$ cat src/bss_pkg.sv
// package: constants and carrier types for the burner sequence supervisor
package bss_pkg;

  // clock and seconds tick
  localparam int CLK_PERIOD_NS = 10;
  localparam int SECOND_NS = 1_000_000_000;
  localparam int TICK_CYCLES = SECOND_NS / CLK_PERIOD_NS;

  // sequence times in seconds
  localparam int TW = 16;
  localparam logic [15:0] INITIATE_S = 16'h000a;
  localparam logic [15:0] HOLD_REPORT_S = 16'h0005;
  localparam logic [15:0] HOLD_LOCK_S = 16'h00f0;
  localparam logic [15:0] STANDBY_FLAME_S = 16'h00f0;
  localparam logic [15:0] INTERLOCK_OPEN_S = 16'h001e;
  localparam logic [15:0] TRIAL_LONG_S = 16'h000a;
  localparam logic [15:0] TRIAL_SHORT_S = 16'h0004;
  localparam logic [15:0] MAIN_EST_S = 16'h000a;
  localparam logic [15:0] POSTRUN_CLOSE_S = 16'h0005;
  localparam logic [15:0] FB_SETTLE_S = 16'h0001;

  // operating-time limit for jumper changes, 200 hours in seconds
  localparam int HW = 20;
  localparam int JUMPER_LOCK_HOURS = 200;
  localparam int SECONDS_PER_HOUR = 3600;
  localparam int JUMPER_LOCK_S = JUMPER_LOCK_HOURS * SECONDS_PER_HOUR;

  // fault codes
  localparam logic [7:0] FAULT_NONE = 8'h00;
  localparam logic [7:0] FAULT_LINE_HOLD = 8'h01;
  localparam logic [7:0] FAULT_STANDBY_FLAME = 8'h02;
  localparam logic [7:0] FAULT_OUTPUT_FB = 8'h03;
  localparam logic [7:0] FAULT_INTERNAL = 8'h04;
  localparam logic [7:0] FAULT_INTERLOCK = 8'h05;
  localparam logic [7:0] FAULT_NO_FLAME = 8'h06;
  localparam logic [7:0] FAULT_FLAME_LOSS = 8'h07;
  localparam logic [7:0] FAULT_AMP_MISMATCH = 8'h2e;
  localparam logic [7:0] FAULT_JUMPER_CHANGE = 8'h6e;

  typedef enum logic [2:0] {
    BSS_VP_NEVER = 3'h0,
    BSS_VP_BEFORE = 3'h1,
    BSS_VP_AFTER = 3'h2,
    BSS_VP_BOTH = 3'h3,
    BSS_VP_SPLIT = 3'h4
  } bss_vp_sched_type;

  // field inputs from burner hardware
  typedef struct packed {
    logic call_for_heat;
    logic demand_second;
    logic limits_ok;
    logic interlock_closed;
    logic flame;
    logic slow_amplifier;
    logic line_ok;
    logic internal_fault;
  } bss_field_type;

  // output terminal feedback and the outputs themselves
  typedef struct packed {
    logic ignition;
    logic pilot;
    logic main1;
    logic main2;
  } bss_valves_type;

  // site jumpers, 1 = intact
  typedef struct packed {
    logic pilot_trial_length_jumper;
    logic flame_failure_action_jumper;
    logic pilot_style_jumper;
  } bss_jumpers_type;

  typedef struct packed {
    logic power;
    logic pilot;
    logic flame;
    logic main;
    logic alarm;
  } bss_leds_type;

endpackage

$ cat src/bss_tick.sv
// seconds tick divider with restart
`timescale 1ns/1ns
`default_nettype none

module bss_tick #(
  parameter int DIV = 100_000_000
) (
  input wire logic core_clk_i,
  input wire logic rst_i,
  input wire logic restart_i,
  output logic tick_o
);

  logic [31:0] count;
  logic [31:0] next_count;
  logic next_tick;

  always_comb begin
    next_count = count + 32'h0000_0001;
    next_tick = 1'b0;
    if (restart_i) begin
      next_count = 32'h0000_0000;
    end else if (count == 32'(DIV - 1)) begin
      next_count = 32'h0000_0000;
      next_tick = 1'b1;
    end
  end

  always_ff @(posedge core_clk_i) begin
    if (rst_i) begin
      count <= 32'h0000_0000;
      tick_o <= 1'b0;
    end else begin
      count <= next_count;
      tick_o <= next_tick;
    end
  end

endmodule

`default_nettype wire

$ cat src/bss_supervisor.sv
// burner sequence supervisor: sequencer, flame and output supervision, lockout
// Summary of operation
// - power-up initiate lasts ten seconds
// - line fault holds, reported five seconds minimum
// - line restored restarts initiate; four-minute hold locks
// - jumper change after 200 hours: hard lockout 110
// - standby flame beyond 240 seconds locks out
// - standby/check: energized output or fault locks
// - slow amplifier with relight jumper: fault 46
// - interlock open 30 s standby, any in check
// - leave standby on heat, demand, limits ok, interlock closed
// - check: flame present stays in standby
// - scheduled valve proving before ignition trial
// - pilot trial 10 or 4 s, flame required
// - trial: pilot off, main on, fault lock
// - intermittent: flame proven drops ignition, opens mains
// - interrupted: trial end mains, pilot off 10 s later
// - pilot style jumper picks intermittent or interrupted
// - run flame loss: lockout or relight by jumper
// - run until controller input opens
// - run: ignition on, main off, fault lock
// - run: pilot state must match pilot style
// - interlock closes within 5 s; ignored during proving
// - five indicators: power steady on, flame follows input, rest follow the state
`timescale 1ns/1ns
`default_nettype none

module bss_supervisor #(
  parameter int TICK_DIV = bss_pkg::TICK_CYCLES,
  parameter int JUMPER_LOCK_SECS = bss_pkg::JUMPER_LOCK_S
) (
  input wire logic core_clk_i,
  input wire logic rst_i,
  input wire bss_pkg::bss_field_type field_i,
  input wire bss_pkg::bss_valves_type feedback_i,
  input wire bss_pkg::bss_jumpers_type jumpers_i,
  input wire bss_pkg::bss_vp_sched_type vp_sched_i,
  input wire logic [15:0] vp_test_secs_i,
  input wire logic lockout_reset_i,
  output bss_pkg::bss_valves_type outputs_o,
  output bss_pkg::bss_leds_type leds_o,
  output logic hold_report_o,
  output logic lockout_o,
  output logic hard_lockout_o,
  output logic [7:0] fault_code_o
);
  import bss_pkg::*;

  typedef enum logic [10:0] {
    ST_INITIATE = 11'h001,
    ST_HOLD = 11'h002,
    ST_STANDBY = 11'h004,
    ST_SAFE_CHECK = 11'h008,
    ST_VP_BEFORE = 11'h010,
    ST_TRIAL = 11'h020,
    ST_MAIN_EST = 11'h040,
    ST_RUN = 11'h080,
    ST_VP_AFTER = 11'h100,
    ST_POSTRUN = 11'h200,
    ST_LOCKOUT = 11'h400
  } bss_state_type;

  bss_state_type state;
  bss_state_type next_state;
  logic [15:0] secs;
  logic [15:0] next_secs;
  logic [15:0] flame_secs;
  logic [15:0] next_flame_secs;
  logic [15:0] open_secs;
  logic [15:0] next_open_secs;
  logic [HW-1:0] hours_secs;
  logic [HW-1:0] next_hours_secs;
  bss_jumpers_type jumper_ref;
  bss_jumpers_type next_jumper_ref;
  logic jumper_seen;
  logic next_jumper_seen;
  logic hard;
  logic next_hard;
  logic [7:0] fault;
  logic [7:0] next_fault;
  bss_valves_type outs;
  bss_valves_type next_outs;
  bss_leds_type leds;
  bss_leds_type next_leds;
  logic tick;
  logic entering;
  logic aged;
  logic settled;
  logic mains_fb;
  logic [15:0] trial_secs;

  // one tick source; restarting it on entry aligns every state timer
  bss_tick #(
    .DIV(TICK_DIV)
  ) u_tick (
    .core_clk_i(core_clk_i),
    .rst_i(rst_i),
    .restart_i(entering),
    .tick_o(tick)
  );

  function automatic logic [15:0] bump(input logic [15:0] v, input logic en);
    bump = (en && v != 16'hffff) ? v + 16'h0001 : v;
  endfunction

  function automatic logic vp_sched_first(input bss_vp_sched_type s);
    vp_sched_first = (s == BSS_VP_BEFORE) || (s == BSS_VP_BOTH) || (s == BSS_VP_SPLIT);
  endfunction

  function automatic logic vp_sched_last(input bss_vp_sched_type s);
    vp_sched_last = (s == BSS_VP_AFTER) || (s == BSS_VP_BOTH) || (s == BSS_VP_SPLIT);
  endfunction

  assign entering = (next_state != state);
  assign aged = (hours_secs >= HW'(JUMPER_LOCK_SECS));
  assign settled = (secs >= FB_SETTLE_S);
  assign mains_fb = feedback_i.main1 | feedback_i.main2;
  assign trial_secs = jumpers_i.pilot_trial_length_jumper ? TRIAL_LONG_S : TRIAL_SHORT_S;

  always_comb begin
    next_state = state;
    next_fault = fault;
    next_hard = hard;
    next_jumper_ref = jumper_ref;
    next_jumper_seen = 1'b1;
    next_hours_secs = hours_secs;
    next_flame_secs = 16'h0000;
    next_open_secs = 16'h0000;
    if (tick && !aged) begin
      next_hours_secs = hours_secs + HW'(1);
    end
    if (!jumper_seen || (!aged && state != ST_LOCKOUT)) begin
      next_jumper_ref = jumpers_i;
    end
    unique case (state)
      ST_INITIATE: begin
        if (!field_i.line_ok) begin
          next_state = ST_HOLD;
        end else if (secs >= INITIATE_S) begin
          next_state = ST_STANDBY;
        end
      end
      ST_HOLD: begin
        if (secs >= HOLD_LOCK_S) begin
          next_state = ST_LOCKOUT;
          next_fault = FAULT_LINE_HOLD;
        end else if (field_i.line_ok && secs >= HOLD_REPORT_S) begin
          next_state = ST_INITIATE;
        end
      end
      ST_STANDBY: begin
        next_flame_secs = field_i.flame ? bump(flame_secs, tick) : 16'h0000;
        next_open_secs = field_i.interlock_closed ? 16'h0000 : bump(open_secs, tick);
        if (feedback_i != '0) begin
          next_state = ST_LOCKOUT;
          next_fault = FAULT_OUTPUT_FB;
        end else if (field_i.internal_fault) begin
          next_state = ST_LOCKOUT;
          next_fault = FAULT_INTERNAL;
        end else if (field_i.slow_amplifier && jumpers_i.flame_failure_action_jumper) begin
          next_state = ST_LOCKOUT;
          next_fault = FAULT_AMP_MISMATCH;
        end else if (flame_secs > STANDBY_FLAME_S) begin
          next_state = ST_LOCKOUT;
          next_fault = FAULT_STANDBY_FLAME;
        end else if (open_secs > INTERLOCK_OPEN_S) begin
          next_state = ST_LOCKOUT;
          next_fault = FAULT_INTERLOCK;
        end else if (field_i.call_for_heat && field_i.demand_second && field_i.limits_ok
                     && field_i.interlock_closed) begin
          next_state = ST_SAFE_CHECK;
        end
      end
      ST_SAFE_CHECK: begin
        if (feedback_i != '0) begin
          next_state = ST_LOCKOUT;
          next_fault = FAULT_OUTPUT_FB;
        end else if (field_i.internal_fault) begin
          next_state = ST_LOCKOUT;
          next_fault = FAULT_INTERNAL;
        end else if (!field_i.interlock_closed) begin
          next_state = ST_LOCKOUT;
          next_fault = FAULT_INTERLOCK;
        end else if (field_i.flame) begin
          next_state = ST_STANDBY;
        end else if (vp_sched_first(vp_sched_i)) begin
          next_state = ST_VP_BEFORE;
        end else begin
          next_state = ST_TRIAL;
        end
      end
      ST_VP_BEFORE: begin
        // proving internals are external; this only holds the slot open
        if (field_i.internal_fault) begin
          next_state = ST_LOCKOUT;
          next_fault = FAULT_INTERNAL;
        end else if (secs >= vp_test_secs_i) begin
          next_state = ST_TRIAL;
        end
      end
      ST_TRIAL: begin
        if (field_i.internal_fault) begin
          next_state = ST_LOCKOUT;
          next_fault = FAULT_INTERNAL;
        end else if (mains_fb || (settled && !(feedback_i.ignition && feedback_i.pilot))) begin
          next_state = ST_LOCKOUT;
          next_fault = FAULT_OUTPUT_FB;
        end else if (jumpers_i.pilot_style_jumper && field_i.flame) begin
          next_state = ST_RUN;
        end else if (secs >= trial_secs) begin
          if (!field_i.flame) begin
            next_state = ST_LOCKOUT;
            next_fault = FAULT_NO_FLAME;
          end else begin
            next_state = ST_MAIN_EST;
          end
        end
      end
      ST_MAIN_EST: begin
        if (field_i.internal_fault) begin
          next_state = ST_LOCKOUT;
          next_fault = FAULT_INTERNAL;
        end else if (!field_i.flame) begin
          next_state = ST_LOCKOUT;
          next_fault = FAULT_FLAME_LOSS;
        end else if (secs >= MAIN_EST_S) begin
          next_state = ST_RUN;
        end
      end
      ST_RUN: begin
        if (field_i.internal_fault) begin
          next_state = ST_LOCKOUT;
          next_fault = FAULT_INTERNAL;
        end else if (settled && (feedback_i.ignition || !feedback_i.main1
                                 || !feedback_i.main2)) begin
          next_state = ST_LOCKOUT;
          next_fault = FAULT_OUTPUT_FB;
        end else if (settled && (feedback_i.pilot != jumpers_i.pilot_style_jumper)) begin
          next_state = ST_LOCKOUT;
          next_fault = FAULT_OUTPUT_FB;
        end else if (!field_i.flame) begin
          if (jumpers_i.flame_failure_action_jumper) begin
            next_state = ST_STANDBY;
          end else begin
            next_state = ST_LOCKOUT;
            next_fault = FAULT_FLAME_LOSS;
          end
        end else if (!field_i.call_for_heat) begin
          next_state = vp_sched_last(vp_sched_i) ? ST_VP_AFTER : ST_POSTRUN;
        end
      end
      ST_VP_AFTER: begin
        if (field_i.internal_fault) begin
          next_state = ST_LOCKOUT;
          next_fault = FAULT_INTERNAL;
        end else if (secs >= vp_test_secs_i) begin
          next_state = ST_POSTRUN;
        end
      end
      ST_POSTRUN: begin
        if (field_i.interlock_closed) begin
          next_state = ST_STANDBY;
        end else if (secs >= POSTRUN_CLOSE_S) begin
          next_state = ST_LOCKOUT;
          next_fault = FAULT_INTERLOCK;
        end
      end
      ST_LOCKOUT: begin
        // latched until reset; a hard lockout ignores it
        if (lockout_reset_i && !hard) begin
          next_state = ST_INITIATE;
          next_fault = FAULT_NONE;
        end
      end
      default: begin
        next_state = ST_LOCKOUT;
        next_fault = FAULT_INTERNAL;
      end
    endcase
    // line check in every state except hold and lockout
    if (!field_i.line_ok && state != ST_HOLD && state != ST_LOCKOUT) begin
      next_state = ST_HOLD;
    end
    if (jumper_seen && aged && jumpers_i != jumper_ref) begin
      next_state = ST_LOCKOUT;
      next_fault = FAULT_JUMPER_CHANGE;
      next_hard = 1'b1;
    end
    next_secs = (next_state != state) ? 16'h0000 : bump(secs, tick);
  end

  always_comb begin
    next_outs = '0;
    if (next_state == ST_TRIAL) begin
      next_outs.ignition = 1'b1;
      next_outs.pilot = 1'b1;
    end
    // mains with pilot for main establishing
    if (next_state == ST_MAIN_EST) begin
      next_outs.pilot = 1'b1;
      next_outs.main1 = 1'b1;
      next_outs.main2 = 1'b1;
    end
    // pilot kept in run only when intermittent
    if (next_state == ST_RUN) begin
      next_outs.pilot = jumpers_i.pilot_style_jumper;
      next_outs.main1 = 1'b1;
      next_outs.main2 = 1'b1;
    end
    next_leds.power = 1'b1;
    next_leds.pilot = next_outs.pilot;
    next_leds.flame = field_i.flame;
    next_leds.main = next_outs.main1 | next_outs.main2;
    next_leds.alarm = (next_state == ST_LOCKOUT);
  end

  always_ff @(posedge core_clk_i) begin
    if (rst_i) begin
      state <= ST_INITIATE;
      secs <= 16'h0000;
      flame_secs <= 16'h0000;
      open_secs <= 16'h0000;
      hours_secs <= '0;
      jumper_ref <= '0;
      jumper_seen <= 1'b0;
      hard <= 1'b0;
      fault <= FAULT_NONE;
      outs <= '0;
      leds <= '0;
    end else begin
      state <= next_state;
      secs <= next_secs;
      flame_secs <= next_flame_secs;
      open_secs <= next_open_secs;
      hours_secs <= next_hours_secs;
      jumper_ref <= next_jumper_ref;
      jumper_seen <= next_jumper_seen;
      hard <= next_hard;
      fault <= next_fault;
      // outputs follow the state, all off in lockout
      outs <= next_outs;
      leds <= next_leds;
    end
  end

  assign outputs_o = outs;
  assign leds_o = leds;
  assign hold_report_o = (state == ST_HOLD);
  assign lockout_o = (state == ST_LOCKOUT);
  assign hard_lockout_o = hard;
  assign fault_code_o = fault;

endmodule

`default_nettype wire

$ cat config.mk
export PLATFORM = sky130hd
export DESIGN_NAME = bss_supervisor
export DESIGN_NICKNAME = d
export VERILOG_FILES = /design/src/bss_pkg.sv /design/src/bss_tick.sv /design/src/bss_supervisor.sv
export SDC_FILE = /design/constraint.sdc
export NUM_CORES = 1
export LEC_CHECK = 0
export ABC_AREA = 1
export BUFFER_PORTS_ARGS = -buffer_cell sky130_fd_sc_hd__buf_2
export CELL_PAD_IN_SITES_DETAIL_PLACEMENT = 1
export CELL_PAD_IN_SITES_GLOBAL_PLACEMENT = 2
export CORE_UTILIZATION = 34
export DETAILED_ROUTE_END_ITERATION = 16
export PLACE_DENSITY_LB_ADDON = 0.05
export SLEW_MARGIN = 40
export SYNTH_ARGS = -nofsm -noshare
export SYNTH_HDL_FRONTEND = slang
export SYNTH_SLANG_ARGS = --single-unit
$ cat constraint.sdc
create_clock -name core_clk_i -period 2.8 [get_ports core_clk_i]
set_clock_uncertainty 0.05 [all_clocks]
set_input_delay 0.42 -clock core_clk_i [delete_from_list [all_inputs] [get_ports core_clk_i]]
set_output_delay 0.42 -clock core_clk_i [all_outputs]
set_load 0.02 [all_outputs]
# Yosys cells after proc, flatten, opt, wreduce, memory -nomap -nowiden
# Cells that the tools add are included.
classes:
  reduce_logical: 44
  n_eq_ne: 55
  bitwise_logic: 5
  magnitude_cmp: 9
  n_mux: 74
  add_sub_neg: 5
op_table:
  columns: ["cell", "n"]
  rows:
  - ["2-to-1 mux 11 bit", 36]
  - ["2-to-1 mux 8 bit", 25]
  - ["one-hot mux 11 bit (11 select lines)", 1]
  - ["one-hot mux 8 bit (10 select lines)", 1]
  - ["adder 16 x 1 -> 16 bit (second input constant)", 3]
  - ["!= test 16 bit (second input constant)", 3]
  - ["adder 32 x 1 -> 32 bit (second input constant)", 1]
  - ["== test 32 x 27 -> 1 bit (second input constant)", 1]
  - ["!= test 5 bit (second input constant)", 6]
  - ["AND reduction 14 bit", 2]
  - ["== test 11 bit (second input constant)", 2]
  - ["== test 11 x 6 -> 1 bit (second input constant)", 2]
  - ["== test 11 x 7 -> 1 bit (second input constant)", 2]
  - ["== test 11 x 8 -> 1 bit (second input constant)", 2]
  - ["adder 20 x 1 -> 20 bit (second input constant)", 1]
  - [">= comparator 20 bit (second input constant)", 1]
  - ["logical AND 1 bit", 20]
  - ["!= test 4 bit (second input constant)", 5]
  - ["!= test 6 bit (second input constant)", 3]
  - [">= comparator 16 x 1 -> 1 bit (second input constant)", 1]
  - [">= comparator 16 bit", 1]
  - [">= comparator 16 x 3 -> 1 bit (second input constant)", 1]
  - [">= comparator 16 x 4 -> 1 bit", 1]
  - [">= comparator 16 x 4 -> 1 bit (second input constant)", 1]
  - ["38 further kinds", 70]
totals:
  ff_bits: 133
  wordCells: 214

# Depth between registers and ports, before layout
# Gate-level depths: netlist of run 1.
depth:
  ltp_word: 18
  mapped_depth: 21
  ltp_nobuf: 20

# Modules after synthesis
# A second synthesis of run 1 with hierarchy kept.
hier_totals:
  cells_unflattened: 1293
  hier_area_um2: 8303.0
modules_own_cells:
  columns: ["mod", "instances", "cells_per_inst", "area_per_inst_um2"]
  rows:
  - ["bss_supervisor", 1, 999, 6454.9]
  - ["bss_tick", 1, 294, 1848.0]

# Worst setup path after synthesis of run 1
# No wires, ideal clock.
synth_timing:
  path_type: "in2reg"
  startpoint: "input jumpers_i[2] (netlist bit)"
  endpoint: "register secs[12]"
  setup_ns: 0.072
  t_required_ns: 2.678
  t_arrival_ns: 2.343
  slack_ns: 0.335
  path_stages: 13
  n_path_buf: 1
  path_cell_list: "inv_1 -> ha_1 -> a21o_1 -> nor2_1 -> nand3_1 -> o21ai_0 -> nand3_1 -> a21oi_2 -> nor2_1 -> a21oi_1 -> nand4_2 -> buf_4 -> nor3b_2"
synth_between:
  elab_chain_cells: 11
  word_cells_on_any_way: 13
  classes_between: "order compare (1); eq/ne (2); mux (8); reduce/logical (2)"
synth_lines:
  columns: ["item", "line", "rtl"]
  rows:
  - ["start, declared", "bss_supervisor.sv:36", "input wire bss_pkg::bss_jumpers_type jumpers_i,"]
  - ["2-to-1 mux 4 bit", "bss_supervisor.sv:118", "assign trial_secs = jumpers_i.pilot_trial_length_jumper ? TRIAL_LONG_S : TRIAL_SHORT_S;"]
  - [">= comparator 16 x 4 -> 1 bit", "bss_supervisor.sv:210", "end else if (secs >= trial_secs) begin"]
  - ["2-to-1 mux 11 bit", "bss_supervisor.sv:210", null]
  - ["2-to-1 mux 11 bit", "bss_supervisor.sv:208", "end else if (jumpers_i.pilot_style_jumper && field_i.flame) begin"]
  - ["2-to-1 mux 11 bit", "bss_supervisor.sv:205", "end else if (mains_fb || (settled && !(feedback_i.ignition && feedback_i.pilot))) begin"]
  - ["2-to-1 mux 11 bit", "bss_supervisor.sv:202", "if (field_i.internal_fault) begin"]
  - ["one-hot mux 11 bit (11 select lines)", "bss_supervisor.sv:135", "unique case (state)"]
  - ["2-to-1 mux 11 bit", "bss_supervisor.sv:281", "if (!field_i.line_ok && state != ST_HOLD && state != ST_LOCKOUT) begin"]
  - ["2-to-1 mux 11 bit *", "bss_supervisor.sv:284", "if (jumper_seen && aged && jumpers_i != jumper_ref) begin"]
  - ["!= test 11 bit *", "bss_supervisor.sv:289", "next_secs = (next_state != state) ? 16'h0000 : bump(secs, tick);"]
  - ["OR reduction 2 bit (no line) *", null, null]
  - ["end signal, assigned", "bss_supervisor.sv:332", "secs <= next_secs;"]
  - ["end, declared", "bss_supervisor.sv:65", "logic [15:0] secs;"]
# Every way passes the cells marked *; elsewhere a longest branch is shown, timed or not.
# A chain may end at the register's enable or synchronous reset.

# Worst setup path in the final report of run 1
layout_timing:
  startpoint: "register secs[0]"
  endpoint: "register u_tick.count[0]"
layout_between:
  elab_chain_cells: 10
  word_cells_on_any_way: 36
  classes_between: "order compare (6); eq/ne (1); mux (23); reduce/logical (6)"
layout_lines:
  columns: ["item", "line", "rtl"]
  rows:
  - [">= comparator 16 x 4 -> 1 bit or >= comparator 16 x 1 -> 1 bit (tied branches)", "bss_supervisor.sv:210, bss_supervisor.sv:116", null]
  - ["2-to-1 mux 11 bit, or another cell as far along", "bss_supervisor.sv:210", null]
  - ["2-to-1 mux 11 bit, or another cell as far along", "bss_supervisor.sv:208", null]
  - ["2-to-1 mux 11 bit (on tied branches)", "bss_supervisor.sv:205, bss_supervisor.sv:234", null]
  - ["2-to-1 mux 11 bit (on tied branches)", "bss_supervisor.sv:202, bss_supervisor.sv:231", null]
  - ["one-hot mux 11 bit (11 select lines) *", "bss_supervisor.sv:135", null]
  - ["2-to-1 mux 11 bit *", "bss_supervisor.sv:281", null]
  - ["2-to-1 mux 11 bit *", "bss_supervisor.sv:284", null]
  - ["!= test 11 bit *", "bss_supervisor.sv:114", "assign entering = (next_state != state);"]
  - ["OR reduction 3 bit (no line) *", null, null]
  - ["end signal, assigned", "bss_tick.sv:34", "count <= next_count;"]
  - ["end, declared", "bss_tick.sv:14", "logic [31:0] count;"]
# Marked as above.

==> impl_results.md, run 1 <==
* Status: finished, violations left
* Failing checks: setup timing
* Placement Setup Slack at -0.3099 ns
* Yosys top cell area share at 0.3097
* Global routing usage on met2 at 0.3923
* CTS H-tree lvls at 4
* Post-synth EDFFs at 0
* Netlist cell types at 56
* Area leader, netlist: dfxtp_1
* Clk_lat worst skew at approximately 0.43 ns
* Synth warnings at 0
* Hold_buf cts at 0
* Starting density of the core at 0.3487
* Final Slew Violations at 0
* Global route hottest layer: met2
* Reg2reg setup slack at -0.1 ns
* Min-Delay Endpoint: fault_code_o[5]$_SDFFE_PP0P_
* # setup viols final at 34
* Seq/Total Area, Yosys at 0.3097
* All-Layer GR Usage at 0.2372
* GR Util met1 at 0.3093
* Number of cell rows at 56
* Post-Layout Cell Count at around 1700
* GR Overflow Total at 0
* CP endpoint kind: flop
* Synth top area cells: dfxtp_1, nand2_1, inv_1
* Min-delay worst type: in -> reg
* TritonCTS clock tree: yes
* Die H at 157.4 um
* Ys flop type: dfxtp_1
* Startpoint types: flop
* Clock sink total at roughly 130
* Initial DRC count at 395
* Chip width at 157.4 um
* Detailed Routing Iterations Pass 1 at 4
* Layout cells sized above 1 at 0.2909
* Input/output buffers at 54
* Placed Cells at 1698
* Die area at around 25000 sq um
* Slew @ Worst Pin at 0.4985 ns
* Asr flop ratio synth at 0
* CTS Buf Count at 17
* Launching point of the worst reg2reg path: secs[0]$_SDFFE_PP0P_
* # diodes at 0
* CP required at roughly 3.1 ns
* RD Place Congestion at ~0.91
* HP Start: rst_i
* Routed WL per cell at 16.68 um
* MaxCap Viol Count at 0
* Worst Reg-to-Reg Cells at 22
* Top Ports at 57
* Global-route wire length before repair at 45.15 mm
* Drt total wl at 29.18 mm
* Clock Path Buffers at 2
* Hold Vio Cnt, Final at 0
* Clk slew on worst S/H paths at 0.06 ns
* Yosys reg bits at 127
* Drt drc at 0
* Fmax at 345.2 MHz
* Total negative slack at -2.373 ns
* Post-Syn Area at 8209 sq um
* Filler Cell Count at roughly 3000
* Clock root buffer: clkbuf_16
* PD cells at about 440 nW/um^2
* Rel. slew slack at 0.6651
* Minimum clock period at 2.897 ns
* Post-Syn Instances at 1222
* Layout area overhead at 35.24%
* Largest net degree at the start of global routing at 33
* Core Footprint at 23540 sq um
* Static Leak at 4.821 nW
* Post-layout net count at 1484
* Syn Area/Cell at between 6 and 7 sq um
* Max Fanout on Critical Path at 8
* Final Cycle Share at 1.035
* Antenna violations before repair at 0
* Crit path DAT at 3.21 ns
* CP Class: reg -> reg
* Hold depth at 2
* Antenna Nets Post-Route at 0
* Vias at between 8000 and 9000
* Post-DP HPWL at between 20 and 25 mm
* DR vias/cell at roughly 4.9
* Max VDD drop at around 0.32 mV
* Met3 usage in global routing at 0.04378
* Reg2reg end: u_tick.count[0]$_SDFF_PP0_
* Final Worst Setup Slack at -0.09675 ns
* Vias in the first global route at 8775
* RSZ-0062 raised after global routing: yes
* Pwr Total at 4.852 mW
-- layout make-up --
type                    instances  area, sq um  share of cell area
multi-input cells             872         5324              0.4795
clock buffers                  20        466.7             0.04204
flip-flops and latches        127         2561              0.2307
repair buffers                200         1496              0.1348
clock inverters                12        100.1            0.009016
well taps                     319        399.1             0.03595
inverters                     199        754.5             0.06796
-- worst max-delay path, cell delays in order (launching register included) --
cell and delay, ns:
dfxtp_4 0.36, inv_2 0.08, ha_2 0.17, inv_2 0.04, nor2_2 0.12, buf_4 0.14
nor2_4 0.04, nor2_4 0.18, nand3_2 0.11, nand2_1 0.08, nand2_1 0.05, inv_1 0.04
nand2_1 0.05, nor2_2 0.15, nand3_2 0.08, nand2_2 0.09, nand2_1 0.08, nand2_2 0.11
nand3_4 0.10, nor3_4 0.22, nand3_4 0.17, clkbuf_16 0.23, nor2_1 0.08
-- kinds of logic (layout without fill, tap and decap cells) --
kind of cell               Yosys count  in the layout  synth area share
AOI/OAI and AO/OA                  165            165            0.1140
xor gates and xnor gates            52             52           0.05548
adders and majority gates           30             30           0.04572
buffers and inverters              224            431            0.1122
DFF                                127            127            0.3097
other                                1              2         0.0004568
and+or+nand+nor                    623            623            0.3624
-- cells in the final DEF (no fill, tap or decap), types with 4 or more instances in the layout --
cell,synthesis,layout
a211oi_1,6,6
a21oi_1,70,67
a31oi_1,8,7
buf_2,0,54
buf_4,9,134
buf_6,5,4
clkbuf_16,0,21
dfxtp_1,127,114
dfxtp_2,0,12
ha_1,30,27
inv_1,195,188
inv_2,2,9
inv_6,1,5
nand2_1,222,199
nand2_2,6,27
nand2_4,3,5
nand3_1,85,69
nand3_2,5,16
nand3_4,2,7
nand4_1,26,26
nor2_1,150,122
nor2_2,36,36
nor2_4,4,32
nor3_1,41,40
nor3_2,11,6
nor3_4,0,6
nor3b_2,2,9
nor4_1,12,11
o211ai_1,4,4
o21a_1,7,7
o21ai_0,50,48
xnor2_1,17,17
xor2_1,35,33
-- sequential cells by signal (all words and copies together), names as in the netlist --
name	cells
hours_secs	20
hard_lockout_o	1
u_tick.count	32
open_secs	16
secs	16
flame_secs	16
outputs_o	2
u_tick.tick_o	1
state	11
fault_code_o	5
jumper_seen	1
jumper_ref	3
leds_o	3
-- synth_stat cells (all sizes together) (2+ instances only) --
master	number
buf	14
a21oi	71
nand4	27
o31ai	3
nand3	92
nor4	12
ha	30
nand2	231
nand3b	2
o21a	7
and3	2
inv	199
xnor2	17
o211ai	4
xor2	35
o21bai	2
nor3	52
a2111oi	2
nor3b	10
a31oi	8
a211oi	6
a311oi	2
nor2	191
clkbuf	11
o21ai	52
dfxtp	127
-- through the flow --
step / utilization / hold slack [ns] / area (sq um)
detailed placement: 0.4123 / 0.3912 / 9707
global route: 0.4716 / 0.3388 / 11100
floorplan: - / 0.3675 / 8213
CTS: 0.4450 / 0.3351 / 10480
global placement: 0.4123 / 0.3760 / 9707
finish: 0.4716 / 0.3545 / 11100
-- report_power, final --
group	internal, mW	switching (mW)
combinational	0.314	0.522
sequential	1.82	0.0147
clock	1.22	0.953
total	3.36	1.49
-- worst max path at each step --
stage | depth (start not counted) | slack (ns) | startpoint | end
floorplan | 13 | 0.33 | jumpers_i[2] | secs[12]$_SDFFE_PP0P_
global placement | 17 | -0.24 | vp_test_secs_i[15] | u_tick.count[1]$_SDFF_PP0_
detailed placement | 16 | -0.31 | vp_test_secs_i[15] | u_tick.count[11]$_SDFF_PP0_
CTS | 22 | -0.05 | secs[1]$_SDFFE_PP0P_ | secs[10]$_SDFFE_PP0P_
global route | 20 | -0.28 | secs[0]$_SDFFE_PP0P_ | u_tick.count[13]$_SDFF_PP0_
finish | 22 | -0.1 | secs[0]$_SDFFE_PP0P_ | u_tick.count[0]$_SDFF_PP0_
-- layer usage --
layer | vias to the layer above | share of wire
li1 | 4336 | -
met1 | 4122 | 0.47
met2 | 148 | 0.47
met3 | 41 | 0.038
met4 | 0 | 0.025
met5 | - | 0
-- repair_timing --
item                                   4_1_cts  5_1_grt
gates cloned                                 2        3
gates resized for setup                     34      130
endpoints found under the hold margin        0        0
pin swaps                                    2       47
setup endpoints to repair                   50       57
buffers inserted                             5        9
(Power assumes the default switching activity.)
==> run 2: changes to the inputs <==
--- a/config.mk
+++ b/config.mk
@@ -10,4 +10,5 @@
 export CELL_PAD_IN_SITES_DETAIL_PLACEMENT = 1
 export CELL_PAD_IN_SITES_GLOBAL_PLACEMENT = 2
+export CORE_MARGIN = 4
 export CORE_UTILIZATION = 34
 export DETAILED_ROUTE_END_ITERATION = 16
==> constraint.sdc (replaced) <==
create_clock -name core_clk_i -period 2.8 [get_ports core_clk_i]
set_clock_uncertainty 0.05 [all_clocks]
set_input_delay 0.14 -clock core_clk_i [delete_from_list [all_inputs] [get_ports core_clk_i]]
set_output_delay 0.14 -clock core_clk_i [all_outputs]
set_load 0.02 [all_outputs]
==> impl_results.md, run 2 (synthesis results as in run 1) <==
* Clk_lat worst skew at between 0.4 and 0.5 ns
* # diodes at 0
* Routed WL per cell at 16.42 um
* WP buf/inv at 4
* Worst hold slack at 0.03846 ns
* Antenna violations before repair at 0
* RSZ-0062 raised after global routing: yes
* Final Slew Violations at 0
* Drt drc at 0
* Comb pwr share at 0.172
* HP Start: rst_i
* Top Ports at 57
* Antenna Nets Post-Route at 0
* Clock root buffer: clkbuf_16
* Min-Delay Endpoint: fault_code_o[6]$_SDFFE_PP0P_
* Global-route wire length before repair at 44.56 mm
* Number of cell rows at 56
* Post-layout net count at 1463
* Layout Utilization at 0.4711
* Largest register FFs at 32
* Internal at 3.502 mW
* Starting density of the core at 0.3477
* Critical path, cell by cell: inv_4 > buf_6 > ha_4 > inv_1 > nor2_1 > nand2_1 > nand2_1 > nand2_2 > nand3_4 > nand2_2 > o21ai_1 > nand3_2 > a21oi_2 > nor2_2 > a21oi_4 > nand3_2 > nor2_4 > nand3_4 > clkbuf_16 > nor2_2
* Startpoint types: flop
* Max Fanout on Critical Path at 8
* Clock power frac at 0.458
* Rel. slew slack at 0.4942
* Crit path DAT at roughly 3.2 ns
* Max VDD drop at 0.2631 mV
* CTS H-tree lvls at 4
* Clk slew on worst S/H paths at 0.07 ns
* Die area at 26690 sq um
* Commonest non-fill, non-tap cell in the layout: nand2_1
* Hold Vio Cnt, Final at 0
* Final Worst Setup Slack at -0.1334 ns
* Final Cycle Share at 1.048
* Post-route cell area at 11120 sq um
* Most flop-heavy register: u_tick.count
* Input/output buffers at 54
* Clock sink total at between 100 and 150
* Vias at between 8000 and 9000
* Total negative slack at -3.070 ns
* Most frequent cells in the layout: nand2_1, inv_1, nor2_1
* CP Class: reg -> reg
* Crit path max-delay family: simple AND/OR/NAND/NOR gates
* RD Place Congestion at 0.9371
* PD cells at roughly 450 nW/um^2
* Status: finished, violations left
* Layout area overhead at 35.50%
* Reg2reg setup slack at -0.13 ns
* Biggest regs: u_tick.count x32, hours_secs x20
* Filler Cell Count at 3032
* Post-DP HPWL at 21.10 mm
* Clock Path Buffers at 2
* Slowest-stage cell, CP: dfxtp_4
* CP peak stage delay at roughly 0.37 ns
* CTS Buf Count at 17
* Launching point of the worst reg2reg path: secs[1]$_SDFFE_PP0P_
* Switching part of the total power at 0.2961
* Fmax at 340.9 MHz
* Placed cell areas at between 9000 and 10000 sq um
* Initial DRC count at 413
* Detailed Routing Iterations Pass 1 at 5
* GR Overflow Total at 0
* Sw Pwr at 1.473 mW
* Post-Layout Cell Count at 1728
* # setup viols final at 49
* Hold depth at 2
* Drt total wl at 28.37 mm
* Worst Reg-to-Reg Cells at 20
* Vias in the first global route at between 8000 and 9000
* Core Footprint at between 20000 and 25000 sq um
* Die H at 163.4 um
* Chip width at between 150 and 200 um
* CP required at 3.11 ns
* Slew @ Worst Pin at 0.7508 ns
* Layout cells sized above 1 at 0.2839
* Sequential share of power at 0.370
* Minimum clock period at 2.933 ns
* DR vias/cell at 4.928
* CP endpoint kind: flop
* Reg2reg end: u_tick.count[7]$_SDFF_PP0_
* Failing checks: setup timing
* Largest net degree at the start of global routing at 21
* Static Leak at 4.810 nW
* Placed Cells at 1661
* MaxCap Viol Count at 0
* Min-delay worst type: in -> reg
* All-Layer GR Usage at 0.2094
* TritonCTS clock tree: yes
-- run 2: changes by cell type in the layout (fill, tap and decap cells not counted), sizes merged --
| cell | change |
|---|---|
| bufinv | +2 |
| clkinv | +1 |
| buf | -23 |
| dlygate4sd3 | +1 |
| clkinvlp | -2 |
-- run 2: how the worst max path moves through the flow --
stage / endpoint / cells past startpoint / slack, ns / from
after detailed placement: secs[2]$_SDFFE_PP0P_ / 14 / -0.19 / secs[12]$_SDFFE_PP0P_
after floorplan: secs[12]$_SDFFE_PP0P_ / 18 / 0.35 / secs[1]$_SDFFE_PP0P_
after global routing: u_tick.count[7]$_SDFF_PP0_ / 19 / -0.28 / secs[1]$_SDFFE_PP0P_
final: u_tick.count[7]$_SDFF_PP0_ / 20 / -0.13 / secs[1]$_SDFFE_PP0P_
after global placement: secs[2]$_SDFFE_PP0P_ / 14 / -0.32 / secs[14]$_SDFFE_PP0P_
after CTS: u_tick.count[2]$_SDFF_PP0_ / 17 / -0.05 / state[7]$_SDFF_PP0_
-- run 2: area by class of cell --
class	instances	area, sq um	area share
Tap cell	319	399.1	0.03588
Inverter	199	759.5	0.06828
Timing Repair Buffer	179	1419	0.1276
Sequential cell	127	2564	0.2305
Clock inverter	13	153.9	0.01384
Clock buffer	19	432.9	0.03892
Multi-Input combinational cell	872	5395	0.4850
-- run 2: timing repair --
| action | CTS | global route |
|---|---|---|
| gates resized for setup | 30 | 149 |
| pin swaps | 0 | 61 |
| hold buffers | 1 | 0 |
| gates cloned | 2 | 5 |
| endpoints found under the setup margin | 49 | 53 |
| buffers inserted | 6 | 21 |
| hold endpoints to repair | 1 | 0 |
-- run 2: power groups by stage --
stage / sequential (mW) / clock (mW) / combinational (mW)
floorplan: 1.89 / 0 / 0.376
global placement: 1.88 / 0 / 0.623
detailed placement: 1.88 / 0 / 0.628
CTS: 1.84 / 2.35 / 0.681
global route: 1.84 / 2.43 / 0.922
finish: 1.84 / 2.28 / 0.855
-- run 2: metal layers --
layer	GRT usage	wire length (um)
met5	0	0
met4	0.04918	408
met3	0.03255	850
met2	0.3583	13580
met1	0.2779	13530
-- run 2: through the flow --
stage	power (mW)	worst slack [ns]
floorplan	2.262	0.3492
global placement	2.505	-0.3202
detailed placement	2.509	-0.1893
CTS	4.875	-0.04791
global route	5.196	-0.2780
finish	4.974	-0.1334
==> run 3: changes to the inputs <==
Settings changed: ABC_AREA 1 to unset, CORE_UTILIZATION 34 to 37.
==> impl_results.md, run 3 <==
* Status: finished, violations left
* Failing checks: setup timing
* Hold Vio Cnt, Final at 0
* Most frequent cells in the layout: buf_4, dfxtp_1, nor2_1
* Synth top cells by count: dfxtp_1, nor2_1, nand2_1, xor2_1, nor4_1
* Synth top area cells: dfxtp_1, xor2_1, ha_1
* Most flop-heavy register: u_tick.count
* Initial DRC count at 487
* Die H at 153.8 um
* Chip width at 153.8 um
* Placed cell areas at 10170 sq um
* CTS H-tree lvls at 4
* Biggest regs: u_tick.count x32, hours_secs x20
* Antenna violations before repair at 0
* Post-Syn Area at 7864 sq um
* Startpoint types: flop
* Reg area at 2571 sq um
* Detailed Routing Iterations Pass 1 at 5
* Layout area overhead at 61.10%
* Min-delay worst type: in -> reg
* Drt total wl at roughly 34 mm
* Commonest non-fill, non-tap cell in the layout: buf_4
* Synth warnings at 0
* Antenna Nets Post-Route at 0
* Fmax at 300.9 MHz
* CP required at about 3.1 ns
* # diodes at 0
* Max Fanout on Critical Path at 6
* Post-DP HPWL at 21.57 mm
* CP endpoint kind: flop
* Number of cell rows at 53
* Layout Utilization at 0.6046
* Drt drc at 0
* Filler Cell Count at 2365
* Syn Area/Cell at 8.041 sq um
* Largest net degree at the start of global routing at a little over 40
* Clock root buffer: clkbuf_16
* Ys flop type: dfxtp_1
* MaxCap Viol Count at 0
* PD cells at just over 400 nW/um^2
* Clk slew on worst S/H paths at 0.06 ns
* CTS Buf Count at 17
* Largest register FFs at 32
* RD Place Congestion at approximately 0.99
* RSZ-0062 raised after global routing: yes
* # setup viols final at between 50 and 60
* Slew @ Worst Pin at 0.7384 ns
* Starting density of the core at 0.3753
* GR Overflow Total at 0
* TritonCTS clock tree: yes
* Vias in the first global route at 9057
* Yosys reg bits at 127
* Global-route wire length before repair at 48.53 mm
* Netlist cell types at 72
* Minimum clock period at 3.324 ns
* Static Leak at 5.015 nW
* Clock sink total at around 130
* CP Class: reg -> reg
* Yosys top cell area share at 0.3233
* DR vias/cell at between 5 and 6
* Top Ports at 57
* Post-layout net count at 1361
* Die area at 23650 sq um
* Max VDD drop at about 0.36 mV
* Post-synth EDFFs at 0
* Clk_lat worst skew at 0.44 ns
* Footprint of the multi-input gates at 5973 sq um
* Area leader, netlist: dfxtp_1
* Final Worst Setup Slack at -0.5236 ns
* Asr flop ratio synth at 0
* Final Cycle Share at 1.187
* Reg2reg setup slack at -0.52 ns
* All-Layer GR Usage at 0.2563
* Clock Path Buffers at 2
* Seq/Total Area, Yosys at 0.3233
* Layout cells sized above 1 at 0.4040
* Post-Syn Instances at around 980
* Crit path DAT at 3.62 ns
* Post-route cell area at 12670 sq um
* Core Footprint at ~21000 sq um
* Final Slew Violations at 0
* Placement Setup Slack at -0.7592 ns
* Vias at 9005
* Top-count cell post-synth: dfxtp_1
* Routed WL per cell at ~21 um
* Input/output buffers at 54
* Rel. slew slack at 0.5066
[run 3: cell types whose count changed in the layout (fill, tap and decap cells not counted), moves of 29 or more]
cell,before,now
a21oi_1,67,30
buf_4,105,251
inv_1,189,42
nand2_1,194,88
nor2_2,44,1
nor4_4,1,38
xor2_1,34,63
[run 3: layout make-up]
type | count | share of cell area
Clock buffer | 19 | 0.03575
Clock inverter | 13 | 0.01195
Inverter | 44 | 0.01323
Multi-Input combinational cell | 752 | 0.4715
Sequential cell | 127 | 0.2030
Tap cell | 275 | 0.02716
Timing Repair Buffer | 352 | 0.2374
[run 3: cell families after synthesis]
group           count (synthesis)  share of synthesized area
other cells                     1                  0.0004769
buf+inv                       100                    0.05457
simple gates                  479                     0.3356
compound gates                137                     0.1208
mux                            10                    0.01289
fa+ha+maj                      30                    0.04773
flops                         127                     0.3233
xor+xnor                       94                     0.1047
[run 3: routing by layer]
layer	wire length, um	up-vias	GRT usage
li1	-	4193	-
met1	13790	4449	0.3135
met2	17330	263	0.4554
met3	1411	100	0.03912
met4	1307	0	0.09336
met5	0	-	0
[run 3: what timing repair did]
item                                    CTS  global route
gates cloned                              8            11
resized for setup                       103           110
endpoints found under the setup margin   62            62
buffers inserted                         20            21
hold buffers                              1             0
endpoints found under the hold margin     1             0
pin swaps                                27            45
[run 3: critical path, stage by stage (launching register included)]
cell       delay (ns)
dfxtp_4          0.37
buf_6            0.12
nor4_4           0.40
buf_4            0.20
nand4_1          0.20
o22ai_1          0.28
or4b_4           0.19
nor3_4           0.05
a22o_1           0.23
or4_4            0.61
buf_4            0.19
clkbuf_16        0.16
nor4_2           0.16
[run 3: path summary, 6_finish.rpt]
path,start,endpoint,cells after the start
max,state[1]$_SDFF_PP0_,secs[8]$_SDFFE_PP0P_,12
min,jumpers_i[0],jumper_ref[0]$_SDFFE_PP0P_,3
max reg2reg,state[1]$_SDFF_PP0_,secs[8]$_SDFFE_PP0P_,12
min reg2reg,fault_code_o[6]$_SDFFE_PP0P_,fault_code_o[6]$_SDFFE_PP0P_,2
[run 3: power breakdown]
group | internal (mW) | total (mW) | switching (mW)
Clock | 1.38 | 2.35 | 0.974
Combinational | 0.441 | 0.934 | 0.492
Sequential | 1.82 | 1.83 | 0.0133
Total | 3.64 | 5.12 | 1.48
[run 3: through the flow]
stage | setup TNS [ns] | power, mW | cells | hold WS [ns]
final | -22.57 | 5.116 | 1582 | 0.01691
after global routing | -26.68 | 5.255 | 1582 | 0.03499
after CTS | -23.32 | 4.978 | 1556 | 0.006913
after detailed placement | -37.65 | 2.404 | 1498 | 0.4028
after global placement | -32.06 | 2.398 | 1498 | 0.3914
after floorplan | -14.97 | 2.150 | 979 | 0.2374
